File: src/logic/rca_pkg.sv
package rca_pkg;
  // ----------------------------------------------------------------
  // register byte offsets
  // ----------------------------------------------------------------
  localparam logic [7:0] OFS_CTRL      = 8'h00;
  localparam logic [7:0] OFS_CTRL_SET  = 8'h04;
  localparam logic [7:0] OFS_CTRL_CLR  = 8'h08;
  localparam logic [7:0] OFS_CAL       = 8'h0C;
  localparam logic [7:0] OFS_ALARM     = 8'h10;
  localparam logic [7:0] OFS_TIME      = 8'h20;
  localparam logic [7:0] OFS_ATIME     = 8'h30;
  localparam logic [7:0] OFS_ADATE     = 8'h40;
  localparam logic [7:0] OFS_STATUS    = 8'h50;
  localparam logic [7:0] OFS_KEY       = 8'h60;
  // ----------------------------------------------------------------
  // field positions
  // ----------------------------------------------------------------
  localparam int CTRL_ON_BIT   = 15;
  localparam int CTRL_WREN_BIT = 3;
  localparam int CTRL_SYNC_BIT = 2;
  localparam int AL_EN_BIT     = 15;
  localparam int AL_CHIME_BIT  = 14;
  localparam int AL_PIV_BIT    = 13;
  localparam int AL_SYNC_BIT   = 12;
  localparam int AL_MASK_LSB   = 8;
  localparam int CAL_W         = 10;
  localparam int MASK_W        = 4;
  localparam int RPT_W         = 8;
  // ----------------------------------------------------------------
  // keys, reset values, digit masks
  // ----------------------------------------------------------------
  localparam logic [31:0] UNLOCK_KEY1  = 32'hAA996655;
  localparam logic [31:0] UNLOCK_KEY2  = 32'h556699AA;
  localparam logic [31:0] RST_WORD     = 32'h00000000;
  localparam logic [RPT_W-1:0] RPT_MAX = 8'hFF;
  localparam logic [RPT_W-1:0] RPT_ZERO = 8'h00;
  localparam logic [MASK_W-1:0] MASK_LAST = 4'h9;
  localparam logic [31:0] TM_SEC1  = 32'h00000F00;
  localparam logic [31:0] TM_SEC   = 32'h0000FF00;
  localparam logic [31:0] TM_MIN1  = 32'h000FFF00;
  localparam logic [31:0] TM_MIN   = 32'h00FFFF00;
  localparam logic [31:0] TM_HOUR  = 32'hFFFFFF00;
  localparam logic [31:0] DM_WDAY  = 32'h000000FF;
  localparam logic [31:0] DM_DAY   = 32'h0000FF00;
  localparam logic [31:0] DM_MONTH = 32'h00FFFF00;
  // ----------------------------------------------------------------
  // timing
  // ----------------------------------------------------------------
  localparam int UNLOCK_WIN_CYC = 2;
  localparam int UNL_CNT_W      = 4;
  // ----------------------------------------------------------------
  // unlock sequencer states
  // ----------------------------------------------------------------
  typedef enum logic [2:0] {
    UNL_IDLE = 3'b001,
    UNL_KEY1 = 3'b010,
    UNL_KEY2 = 3'b100
  } rca_unl_t;
endpackage

File: src/logic/rca_core.sv
`timescale 1ns/1ps
// Functional notes
// - key1, key2, then set alias unlocks writes
// - ten-bit signed calibration applied every minute
// - negative removes pulses, positive adds pulses
// - seconds write restarts calibration, keeps value
// - four-bit interval mask in alarm bits 11:8
// - mask codes half-second up to yearly
// - flag raised one clock after match
// - one-shot alarm clears its own enable
// - eight-bit repeat count, 0xFF gives 256
// - decrement per alarm, last alarm at zero
// - chime wraps count and keeps enable
// - alarms only while enable bit 15 set
// - every alarm sets flag, software clears
// - toggling alarm pulse with initial level
// - time writes pass only with write enable
module rca_core
  import rca_pkg::*;
#(
  parameter int UNLOCK_WIN = UNLOCK_WIN_CYC
)
(
  input  wire logic        i_sys_clk,
  input  wire logic        i_resetn,
  input  wire logic        i_hsel,
  input  wire logic [31:0] i_haddr,
  input  wire logic [1:0]  i_htrans,
  input  wire logic        i_hwrite,
  input  wire logic [2:0]  i_hsize,
  input  wire logic [31:0] i_hwdata,
  input  wire logic        i_hready,
  output logic             o_hreadyout,
  output logic [31:0]      o_hrdata,
  output logic             o_hresp,
  input  wire logic        i_half_tick,
  input  wire logic        i_half_sec,
  input  wire logic        i_minute_tick,
  input  wire logic        i_sync_window,
  input  wire logic [31:0] i_time_digits,
  input  wire logic [31:0] i_date_digits,
  output logic             o_time_wr,
  output logic [31:0]      o_time_wdata,
  output logic             o_timer_on,
  output logic             o_cal_step,
  output logic             o_cal_add,
  output logic             o_alarm_event,
  output logic             o_alarm_irq_flag,
  output logic             o_alarm_pulse
);
  if (UNLOCK_WIN < 1 || UNLOCK_WIN >= (1 << UNL_CNT_W))
  begin
    $error("UNLOCK_WIN out of range");
  end

  typedef struct packed {
    logic                 hready;
    logic [31:0]          hrdata;
    logic                 pend;
    logic                 a_wr;
    logic [7:0]           a_addr;
    rca_unl_t             ustate;
    logic [UNL_CNT_W-1:0] ucnt;
    logic                 wren;
    logic                 on;
    logic [CAL_W-1:0]     cal;
    logic                 aen;
    logic                 chime;
    logic                 pulse_initial_level;
    logic [MASK_W-1:0]    alarm_interval_mask;
    logic [RPT_W-1:0]     alarm_repeat_count;
    logic [31:0]          atime;
    logic [31:0]          adate;
    logic                 match_d;
    logic                 event_q;
    logic                 irq;
    logic                 pulse;
    logic                 time_wr;
    logic [31:0]          twdata;
  } rca_st_t;

  rca_st_t st_reg;
  rca_st_t st_next;
  logic    match;
  logic    wr_now;

  // ----------------------------------------------------------------
  // digit selection per interval mask
  // ----------------------------------------------------------------
  function automatic logic [63:0] rca_digit_mask(input logic [MASK_W-1:0] m);
    case (m)
      4'h2:    rca_digit_mask = {TM_SEC1, RST_WORD};
      4'h3:    rca_digit_mask = {TM_SEC, RST_WORD};
      4'h4:    rca_digit_mask = {TM_MIN1, RST_WORD};
      4'h5:    rca_digit_mask = {TM_MIN, RST_WORD};
      4'h6:    rca_digit_mask = {TM_HOUR, RST_WORD};
      4'h7:    rca_digit_mask = {TM_HOUR, DM_WDAY};
      4'h8:    rca_digit_mask = {TM_HOUR, DM_DAY};
      4'h9:    rca_digit_mask = {TM_HOUR, DM_MONTH};
      default: rca_digit_mask = {RST_WORD, RST_WORD};
    endcase
  endfunction

  // mask codes, reserved codes never match
  // digits from selected one down to seconds
  always_comb
  begin
    logic [63:0] dm;
    dm    = rca_digit_mask(st_reg.alarm_interval_mask);
    match = (st_reg.alarm_interval_mask <= MASK_LAST)
         && ((i_time_digits & dm[63:32]) == (st_reg.atime & dm[63:32]))
         && ((i_date_digits & dm[31:0]) == (st_reg.adate & dm[31:0]))
         && ((st_reg.alarm_interval_mask == '0) || !i_half_sec);
  end

  assign wr_now = st_reg.pend && st_reg.a_wr;

  // ----------------------------------------------------------------
  // next state
  // ----------------------------------------------------------------
  always_comb
  begin
    st_next         = st_reg;
    st_next.time_wr = 1'b0;
    st_next.event_q = 1'b0;
    // zero-wait address phase, one wait state in data phase
    if (st_reg.pend)
    begin
      st_next.pend   = 1'b0;
      st_next.hready = 1'b1;
      case (st_reg.a_addr)
        OFS_CTRL:   st_next.hrdata = {16'h0000, st_reg.on, 11'h000, st_reg.wren,
                                      i_sync_window, 2'b00};
        OFS_CAL:    st_next.hrdata = {22'h000000, st_reg.cal};
        OFS_ALARM:  st_next.hrdata = {16'h0000, st_reg.aen, st_reg.chime, st_reg.pulse_initial_level,
                                      i_sync_window & st_reg.aen, st_reg.alarm_interval_mask, st_reg.alarm_repeat_count};
        OFS_TIME:   st_next.hrdata = i_time_digits;
        OFS_ATIME:  st_next.hrdata = st_reg.atime;
        OFS_ADATE:  st_next.hrdata = st_reg.adate;
        OFS_STATUS: st_next.hrdata = {31'h00000000, st_reg.irq};
        default:    st_next.hrdata = RST_WORD;
      endcase
    end
    else if (i_hsel && i_htrans[1] && i_hready)
    begin
      st_next.pend   = 1'b1;
      st_next.hready = 1'b0;
      st_next.a_wr   = i_hwrite;
      st_next.a_addr = i_haddr[7:0];
    end

    if (st_reg.ustate == UNL_KEY2)
    begin
      st_next.ucnt = UNL_CNT_W'(st_reg.ucnt - 1'b1);
      if (st_reg.ucnt == '0)
      begin
        st_next.ustate = UNL_IDLE;
      end
    end

    if (wr_now)
    begin
      // any write breaks the key sequence
      st_next.ustate = UNL_IDLE;
      case (st_reg.a_addr)
        OFS_KEY:
        begin
          if (i_hwdata == UNLOCK_KEY1)
          begin
            st_next.ustate = UNL_KEY1;
          end
          else if (st_reg.ustate == UNL_KEY1 && i_hwdata == UNLOCK_KEY2)
          begin
            st_next.ustate = UNL_KEY2;
            st_next.ucnt   = UNL_CNT_W'(UNLOCK_WIN);
          end
        end
        OFS_CTRL:
        begin
          st_next.on   = i_hwdata[CTRL_ON_BIT];
          st_next.wren = st_reg.wren & i_hwdata[CTRL_WREN_BIT];
        end
        OFS_CTRL_SET:
        begin
          st_next.on = st_reg.on | i_hwdata[CTRL_ON_BIT];
          // enable set only right after both keys
          if (st_reg.ustate == UNL_KEY2 && i_hwdata[CTRL_WREN_BIT])
          begin
            st_next.wren = 1'b1;
          end
        end
        OFS_CTRL_CLR:
        begin
          st_next.on   = st_reg.on & ~i_hwdata[CTRL_ON_BIT];
          st_next.wren = st_reg.wren & ~i_hwdata[CTRL_WREN_BIT];
        end
        OFS_CAL:    st_next.cal = i_hwdata[CAL_W-1:0];
        OFS_ALARM:
        begin
          st_next.aen   = i_hwdata[AL_EN_BIT];
          st_next.chime = i_hwdata[AL_CHIME_BIT];
          st_next.pulse_initial_level   = i_hwdata[AL_PIV_BIT];
          st_next.alarm_interval_mask = i_hwdata[AL_MASK_LSB +: MASK_W];
          st_next.alarm_repeat_count  = i_hwdata[RPT_W-1:0];
        end
        OFS_TIME:
        begin
          // time write forwarded only when enabled
          st_next.time_wr = st_reg.wren;
          st_next.twdata  = i_hwdata;
        end
        OFS_ATIME:  st_next.atime = i_hwdata;
        OFS_ADATE:  st_next.adate = i_hwdata;
        OFS_STATUS: st_next.irq   = st_reg.irq & ~i_hwdata[0];
        default:    st_next.wren  = st_reg.wren;
      endcase
    end

    // sample compare on each half-second tick
    st_next.match_d = i_half_tick && st_reg.aen && st_reg.on && match;

    // event one clock after the match
    if (st_reg.match_d && st_reg.aen)
    begin
      st_next.event_q = 1'b1;
      // flag set regardless of mask, set beats clear
      st_next.irq     = 1'b1;
      st_next.pulse   = ~st_reg.pulse;
      if (st_reg.alarm_repeat_count == RPT_ZERO && !st_reg.chime)
      begin
        // one-shot or last repeat turns alarm off
        st_next.aen = 1'b0;
      end
      else
      begin
        // count down; chime wraps to 0xFF
        st_next.alarm_repeat_count = RPT_W'(st_reg.alarm_repeat_count - 1'b1);
      end
    end
    // idle level, also taken by the enabling write
    if (!st_next.aen || !st_reg.aen)
    begin
      st_next.pulse = st_next.pulse_initial_level;
    end
  end

  always_ff @(posedge i_sys_clk or negedge i_resetn)
  begin
    if (!i_resetn)
    begin
      st_reg        <= '0;
      st_reg.hready <= 1'b1;
      st_reg.ustate <= UNL_IDLE;
    end
    else
    begin
      st_reg <= st_next;
    end
  end

  // ----------------------------------------------------------------
  // calibration sequencer
  // ----------------------------------------------------------------
  // a forwarded time write restarts the sequence
  rca_cal_seq u_cal (
    .i_sys_clk     (i_sys_clk),
    .i_resetn      (i_resetn),
    .i_minute_tick (i_minute_tick),
    .i_restart     (st_reg.time_wr),
    .i_on          (st_reg.on),
    .i_cal         (st_reg.cal),
    .o_step        (o_cal_step),
    .o_add         (o_cal_add)
  );

  assign o_hreadyout      = st_reg.hready;
  assign o_hrdata         = st_reg.hrdata;
  assign o_hresp          = 1'b0;
  assign o_time_wr        = st_reg.time_wr;
  assign o_time_wdata     = st_reg.twdata;
  assign o_timer_on       = st_reg.on;
  assign o_alarm_event    = st_reg.event_q;
  assign o_alarm_irq_flag = st_reg.irq;
  assign o_alarm_pulse    = st_reg.pulse;

  // ----------------------------------------------------------------
  // assertions
  // ----------------------------------------------------------------
  a_unlock_seq: assert property (@(posedge i_sys_clk) disable iff (!i_resetn)
    $rose(st_reg.wren) |-> $past(st_reg.ustate) == UNL_KEY2
      && $past(st_reg.a_addr) == OFS_CTRL_SET && $past(wr_now))
    else $error("write enable set without unlock");
  a_alarm_delay: assert property (@(posedge i_sys_clk) disable iff (!i_resetn)
    (i_half_tick && st_reg.aen && st_reg.on && match && !wr_now) |=> ##1 o_alarm_event)
    else $error("alarm event not one clock after match");
  a_flag_sets: assert property (@(posedge i_sys_clk) disable iff (!i_resetn)
    o_alarm_event |-> o_alarm_irq_flag)
    else $error("alarm flag not set on event");
  a_oneshot_off: assert property (@(posedge i_sys_clk) disable iff (!i_resetn)
    (st_reg.match_d && st_reg.aen && st_reg.alarm_repeat_count == 8'h00 && !st_reg.chime) |=> !st_reg.aen)
    else $error("one-shot alarm stayed enabled");
  a_repeat_dec: assert property (@(posedge i_sys_clk) disable iff (!i_resetn)
    (st_reg.match_d && st_reg.aen && st_reg.alarm_repeat_count != 8'h00 && !wr_now)
      |=> st_reg.alarm_repeat_count == $past(st_reg.alarm_repeat_count) - 8'h01 && st_reg.aen)
    else $error("repeat count not decremented");
  a_chime_wrap: assert property (@(posedge i_sys_clk) disable iff (!i_resetn)
    (st_reg.match_d && st_reg.aen && st_reg.chime && st_reg.alarm_repeat_count == 8'h00 && !wr_now)
      |=> st_reg.alarm_repeat_count == 8'hFF && st_reg.aen)
    else $error("chime did not wrap");
  a_enable_gate: assert property (@(posedge i_sys_clk) disable iff (!i_resetn)
    o_alarm_event |-> $past(st_reg.aen, 1) && $past(st_reg.aen, 2))
    else $error("alarm while disabled");
  a_pulse_idle: assert property (@(posedge i_sys_clk) disable iff (!i_resetn)
    !st_reg.aen |-> o_alarm_pulse == st_reg.pulse_initial_level)
    else $error("alarm pulse not at initial level");
  a_pulse_toggle: assert property (@(posedge i_sys_clk) disable iff (!i_resetn)
    (o_alarm_event && st_reg.aen) |-> o_alarm_pulse != $past(o_alarm_pulse))
    else $error("alarm pulse missed toggle");
  a_time_gate: assert property (@(posedge i_sys_clk) disable iff (!i_resetn)
    o_time_wr |-> $past(st_reg.wren))
    else $error("time write without write enable");
  a_bus_wait: assert property (@(posedge i_sys_clk) disable iff (!i_resetn)
    (i_hsel && i_htrans[1] && o_hreadyout && !st_reg.pend) |=> !o_hreadyout ##1 o_hreadyout)
    else $error("bus answer timing broken");

  c_unlock: cover property (@(posedge i_sys_clk) disable iff (!i_resetn) $rose(st_reg.wren));
  c_oneshot: cover property (@(posedge i_sys_clk) disable iff (!i_resetn) $fell(st_reg.aen)
    && o_alarm_event);
  c_chime: cover property (@(posedge i_sys_clk) disable iff (!i_resetn)
    o_alarm_event && st_reg.chime && st_reg.alarm_repeat_count == 8'hFF);
  c_time_wr: cover property (@(posedge i_sys_clk) disable iff (!i_resetn) o_time_wr);
endmodule

File: src/logic/rca_cal_seq.sv
`timescale 1ns/1ps
module rca_cal_seq
  import rca_pkg::*;
(
  input  wire logic             i_sys_clk,
  input  wire logic             i_resetn,
  input  wire logic             i_minute_tick,
  input  wire logic             i_restart,
  input  wire logic             i_on,
  input  wire logic [CAL_W-1:0] i_cal,
  output logic                  o_step,
  output logic                  o_add
);
  typedef struct packed {
    logic [CAL_W-1:0] left;
    logic             add;
    logic             step;
  } rca_cs_t;

  rca_cs_t cs_reg;
  rca_cs_t cs_next;

  function automatic logic [CAL_W-1:0] rca_abs(input logic [CAL_W-1:0] v);
    rca_abs = v[CAL_W-1] ? CAL_W'(~v + 1'b1) : v;
  endfunction

  always_comb
  begin
    cs_next      = cs_reg;
    cs_next.step = 1'b0;
    if (i_restart)
    begin
      cs_next.left = '0;
    end
    else if (i_minute_tick && i_on && (i_cal != '0))
    begin
      cs_next.left = rca_abs(i_cal);
      cs_next.add  = ~i_cal[CAL_W-1];
    end
    else if (cs_reg.left != '0)
    begin
      cs_next.step = 1'b1;
      cs_next.left = CAL_W'(cs_reg.left - 1'b1);
    end
  end

  always_ff @(posedge i_sys_clk or negedge i_resetn)
  begin
    if (!i_resetn)
    begin
      cs_reg <= '0;
    end
    else
    begin
      cs_reg <= cs_next;
    end
  end

  assign o_step = cs_reg.step;
  assign o_add  = cs_reg.add;

  a_cal_restart: assert property (@(posedge i_sys_clk) disable iff (!i_resetn)
    i_restart |=> !o_step ##1 (cs_reg.left == '0 || $past(i_minute_tick)))
    else $error("calibration continued after seconds write");
  a_cal_load: assert property (@(posedge i_sys_clk) disable iff (!i_resetn)
    (!i_restart && i_minute_tick && i_on && i_cal == 10'h3FD) |=> !o_step ##1
    (o_step && !o_add) [*3] ##1 !o_step)
    else $error("wrong step count for minus three");
  c_cal_step: cover property (@(posedge i_sys_clk) disable iff (!i_resetn) o_step && o_add);
endmodule

File: config.mk
export PLATFORM = sky130hd
export DESIGN_NAME = rca_core
export DESIGN_NICKNAME = d
export VERILOG_FILES = /design/src/logic/rca_pkg.sv /design/src/logic/rca_core.sv /design/src/logic/rca_cal_seq.sv
export SDC_FILE = /design/constraint.sdc
export NUM_CORES = 1
export LEC_CHECK = 0
export BUFFER_PORTS_ARGS = -buffer_cell sky130_fd_sc_hd__buf_2
export CAP_MARGIN = 30
export CORE_ASPECT_RATIO = 2
export CORE_UTILIZATION = 40
export CTS_CLUSTER_SIZE = 14
export DETAILED_ROUTE_END_ITERATION = 16
export HOLD_SLACK_MARGIN = 0.06
export PLACE_DENSITY = 0.68
export SYNTH_ARGS = -nofsm -noshare
export SYNTH_HDL_FRONTEND = slang
export SYNTH_SLANG_ARGS = --single-unit
File: constraint.sdc
create_clock -name i_sys_clk -period 4.6 [get_ports i_sys_clk]
set_input_delay 0.46 -clock i_sys_clk [delete_from_list [all_inputs] [get_ports i_sys_clk]]
set_output_delay 0.46 -clock i_sys_clk [all_outputs]
set_load 0.02 [all_outputs]
=== After elaboration in Yosys (flattened, before gate mapping) ===
Memories as Yosys holds them, arrays and structs flattened.
Cells that the tools add are included.

* Register bits: 190
* ROM bits: 768
* Input bits: 142
* Output and inout port bits: 73
* Word-level logic and storage cells: 148
* Memories: 1

{| class="wikitable"
|+ Memories
! name !! words !! width !! read ports !! clocked after memory_dff !! wr ports !! RTL line !! RTL
|-
| (no name shown) || 16 || 48 || 1 || 0 || 0 || rca_core.sv:91 || <nowiki>case (m)</nowiki>
|}

* $add $sub $neg: 4
* $lt $le $gt $ge: 1
* Equal/unequal tests: 16
* Multiplexer cells: 36
* Bitwise gates (word level): 18
* Reductions and logical operators: 46

{| class="wikitable"
|+ Operators by type and width
! operator !! number
|-
| $pmux W32 S7 || 1
|-
| $and A32 B32 Y32 || 4
|-
| $mux W98 || 1
|-
| $mux W33 || 2
|-
| $eq A32 B32 Y1 || 2
|-
| $mux W32 || 2
|-
| $mux W10 || 6
|-
| $eq A32 B31 Y1 const B || 1
|-
| $eq A32 B32 Y1 const B || 1
|-
| $eq A8 B7 Y1 const B || 3
|-
| $mux W7 || 3
|-
| $reduce_and A2 Y1 || 10
|-
| $reduce_bool A10 Y1 || 2
|-
| $eq A8 B4 Y1 const B || 2
|-
| $eq A8 B6 Y1 const B || 2
|-
| $logic_not A8 Y1 || 2
|-
| $mux W8 || 2
|-
| $logic_and A1 B1 Y1 || 15
|-
| $mux W15 || 1
|-
| $mux W1 || 12
|-
| $reduce_bool A2 Y1 || 6
|-
| $add A10 B1 Y10 const B || 1
|-
| $not A10 Y10 || 1
|-
| $sub A10 B1 Y10 const B || 1
|-
| other kinds (19) || 38
|}

=== Longest topological paths before layout ===
* Depth after elaboration: 12
* Gate-level depth with buffers: 7
* Depth with buffers taken out: 7

=== Modules after synthesis ===
From an unflattened synthesis, not the netlist that was laid out.

* Cell total of the unflattened synthesis: 919
* Area total of the unflattened synthesis: 10228.6 um2

{| class="wikitable"
|+ By module, submodules not included
! module !! instances !! cells each !! area an instance (um2) !! sequential area each (um2)
|-
| rca_core || 1 || 816 || 9292.7 || 4456.8
|-
| rca_cal_seq || 1 || 103 || 935.9 || 300.3
|}

=== Least setup slack after synthesis ===
No wires, ideal clock.

* Path kind: register to register
* From: register st_reg[136] (netlist bit)
* To: register st_reg, in the netlist o_time_wdata[15]
* Library setup time: 0.128 ns
* Arrival time: 2.081 ns
* Data required time: 4.472 ns
* Slack: 2.391 ns
* Stages on the path, launching flop included: 8
* Path buffers: 3
* Clock period less this slack: 2.209 ns
* Path through: dfrtp_1 or3_1 buf_4 nor4_4 and2b_1 buf_4 buf_6 mux2_1

* Longest elaborated chain between the ends: 2

{| class="wikitable"
|+ RTL lines
! what !! RTL line !! RTL
|-
| start: declaration || rca_core.sv:82 || <nowiki>rca_st_t st_reg;</nowiki>
|-
| start signal: assignment || rca_core.sv:257 || <nowiki>st_reg <= st_next;</nowiki>
|-
| $eq A8 B6 Y1 || rca_core.sv:165 || <nowiki>case (st_reg.a_addr)</nowiki>
|-
| $reduce_and A2 Y1 (no source line) || -- ||
|}

Every way passes these cells.
A chain may end at the register's enable or synchronous reset.

=== Worst setup path in the final report ===
* From: register st_reg[140] (netlist bit)
* To: register st_reg[124] (netlist bit)

* Longest elaborated chain between the ends: 2

{| class="wikitable"
|+ RTL lines
! what !! RTL line
|-
| $eq A8 B4 Y1 || rca_core.sv:165
|-
| $reduce_and A2 Y1 (no source line) || --
|}

Every way passes these cells.

==> reports/metrics.yaml <==
path_class: "flop to flop"
skew_ns: 0.0103
drcViolationCount: 0
cts_inserted_buffers: 17
grtUsageTotal_pct: 23.1
placed_area_um2: 10800
grt_max_degree: 121
syn_area_per_cell_um2: 10.9
nFillCells: 2362
p_comb_share_pct: 15.0
wire_per_inst_um: 21.1
layout.nets: 1164
gp_routability_congestion: 0.911
p_total_w: 0.00407
cts_tree: "built"
first_global_vias: 7699
power.switching_w: 0.00118
cts-root-buf: "clkbuf_16"
crit_fanout: 24
antenna_left: 0
ioPinCount: 215
crit_arrival_ns: 3.46
drive_gt1_share_pct: 31.3
area_growth_pct: 13.0
p_leak_nw: 5.49
fin_area_um2: 11400
numPortBuffers: 177
async_flop_share_pct: 100
synth_top_area_share_pct: 46.7
core_area_um2: 24600
synth_edf_count: 0
hpwlAfterDp_um: 21400
avgViaCountPerCell: 5.51
syn_nets: 1068
rsz0062_at_grt: "false"
vdd_ir_drop_max_v: 0.000228
finalSetupTns_ns: 0
relSlewSlack_pct: 33.4
syn_inst: 922
grt_first_pass_wirelength_um: 43800
ys.flop_type: "dfrtp_1"
wirelength_um: 28800
drv_cap: 0
min_period_ns: 3.13
firstDrtPassIters: 5
path_clk_slew_ns: 0.08
cts_htree_levels: 4
antenna_found_initial: 2
rows: 81
ys_ff_latch: 190
cp.required_ns: 4.93
period_share_pct: 68.1
setup_viol: 0
drtIter0Drc: 514
grt-ovfl-total: 0
ys_seq_area_share_pct: 47.2
yosys.area.top_type: "dfrtp_1"
cts_buffer_depth: 2
design.die.area_um2: 25900
vias: 7522
ys_warn_count: 0
clock_power_share_pct: 37.9
p_per_area_nw_per_um2: 357
hold_slack_ns: 0.200
yosysMostFrequentCell: "dfrtp_1"
max_freq_mhz: 319
end_kind: "flop"
sw_frac_of_total_pct: 29.1
yosysUniqueCellTypes: 64
synth.area.top_cells: "dfrtp_1 47%, mux2_2 9.1%, buf_4 5.3%, mux2_1 4.0%, xor2_1 3.1%"
largest_reg_flops: 108
syn_area_um2: 10100
clkSinkCount: 190
finalHoldViolations: 0
start_kind: "flop"
die-height_um: 226
start_util_pct: 40.9
insertion_delay_ns: 0.45
tightest_slew_ns: 0.997
synth_commonest_cells: "188 x dfrtp_1, 81 x mux2_2, 74 x nand2_1"
drv_slew: 0
p_seq_share_pct: 47.1
p_int_w: 0.00289
status: "complete, no violations"
die_width_um: 114
hp-class: "primary input to flop"
[logic make-up after synthesis]
group / Yosys count / synth area share [%]
AND/OR/NAND/NOR: 209 / 11.3
flip-flops: 190 / 47.2
buffers and inverters: 165 / 9.41
AO/OA/AOI/OAI: 162 / 11.6
multiplexers: 124 / 14.0
XOR/XNOR: 67 / 5.83
adder cells (fa/ha/maj): 4 / 0.497
other: 1 / 0.0372
[cell usage in the layout, fill, tap and decap left out, types with 31 or more instances in the layout]
| cell type | synthesis | final |
|---|---|---|
| buf_2 | 7 | 176 |
| dfrtp_1 | 188 | 188 |
| inv_1 | 50 | 50 |
| mux2_1 | 36 | 36 |
| mux2_2 | 81 | 81 |
| nand2_1 | 74 | 74 |
| nor2_1 | 38 | 38 |
| o22ai_1 | 34 | 34 |
| xnor2_1 | 31 | 31 |
| xor2_1 | 36 | 36 |
[area by class of cell]
| cell class | instances | area, um2 | share of cell area (%) |
|---|---|---|---|
| Antenna cell | 1 | 2.50 | 0.0220 |
| Clock buffer | 20 | 457 | 4.01 |
| Clock inverter | 12 | 150 | 1.32 |
| Inverter | 50 | 188 | 1.65 |
| Multi-Input combinational cell | 567 | 4380 | 38.5 |
| Sequential cell | 190 | 4760 | 41.8 |
| Tap cell | 332 | 415 | 3.65 |
| Timing Repair Buffer | 192 | 1030 | 9.09 |
[worst paths after layout]
kind	start	to	slack (ns)	cells after the start
worst max-delay path	st_reg[140]	st_reg[124]	1.47	4
worst min-delay path	i_hwrite	st_reg[143]	0.20	3
worst max register to register	st_reg[140]	st_reg[124]	1.47	4
worst min register to register	o_time_wdata[27]	o_time_wdata[27]	0.48	1
max in group asynchronous	i_resetn	o_hrdata[12]	2.93	3
min in group asynchronous	i_resetn	o_time_wdata[7]	0.56	2
[power groups by stage]
stage	sequential, W	combinational, W	clock (W)
after detailed placement	0.00195	0.000606	0
after CTS	0.00191	0.000611	0.00157
after floorplan	0.00189	0.000418	0
final	0.00192	0.000610	0.00154
after global placement	0.00194	0.000589	0
after global routing	0.00193	0.000664	0.00162
[critical path, stage by stage, from the launching register on]
cell	delay (ns)
dfrtp_1	0.71
nor3_1	0.36
and4_1	0.64
nor2b_1	0.87
mux2_2	0.42
[layer usage]
metal  track usage, %  up-vias  wire (um)
li1                 -     3417          -
met1             23.9     3755      10300
met2             42.3      264      15700
met3             3.80       84       1100
met4             15.0        2       1740
met5                0        -         10
[metrics by stage]
stage | instances | setup slack (ns) | utilization [%]
after floorplan | 922 | 2.39 | -
after global placement | 1328 | 1.59 | 43.6
after detailed placement | 1330 | 1.55 | 43.7
after CTS | 1363 | 1.54 | 46.2
after global routing | 1364 | 1.31 | 46.2
final | 1364 | 1.47 | 46.2
[repair_timing]
action | CTS | global route
hold endpoints to repair | 61 | 0
resized for setup | 0 | 0
setup buffers | 0 | 0
hold buffers | 1 | 0
Note: power is estimated with default switching activity, not from simulation.
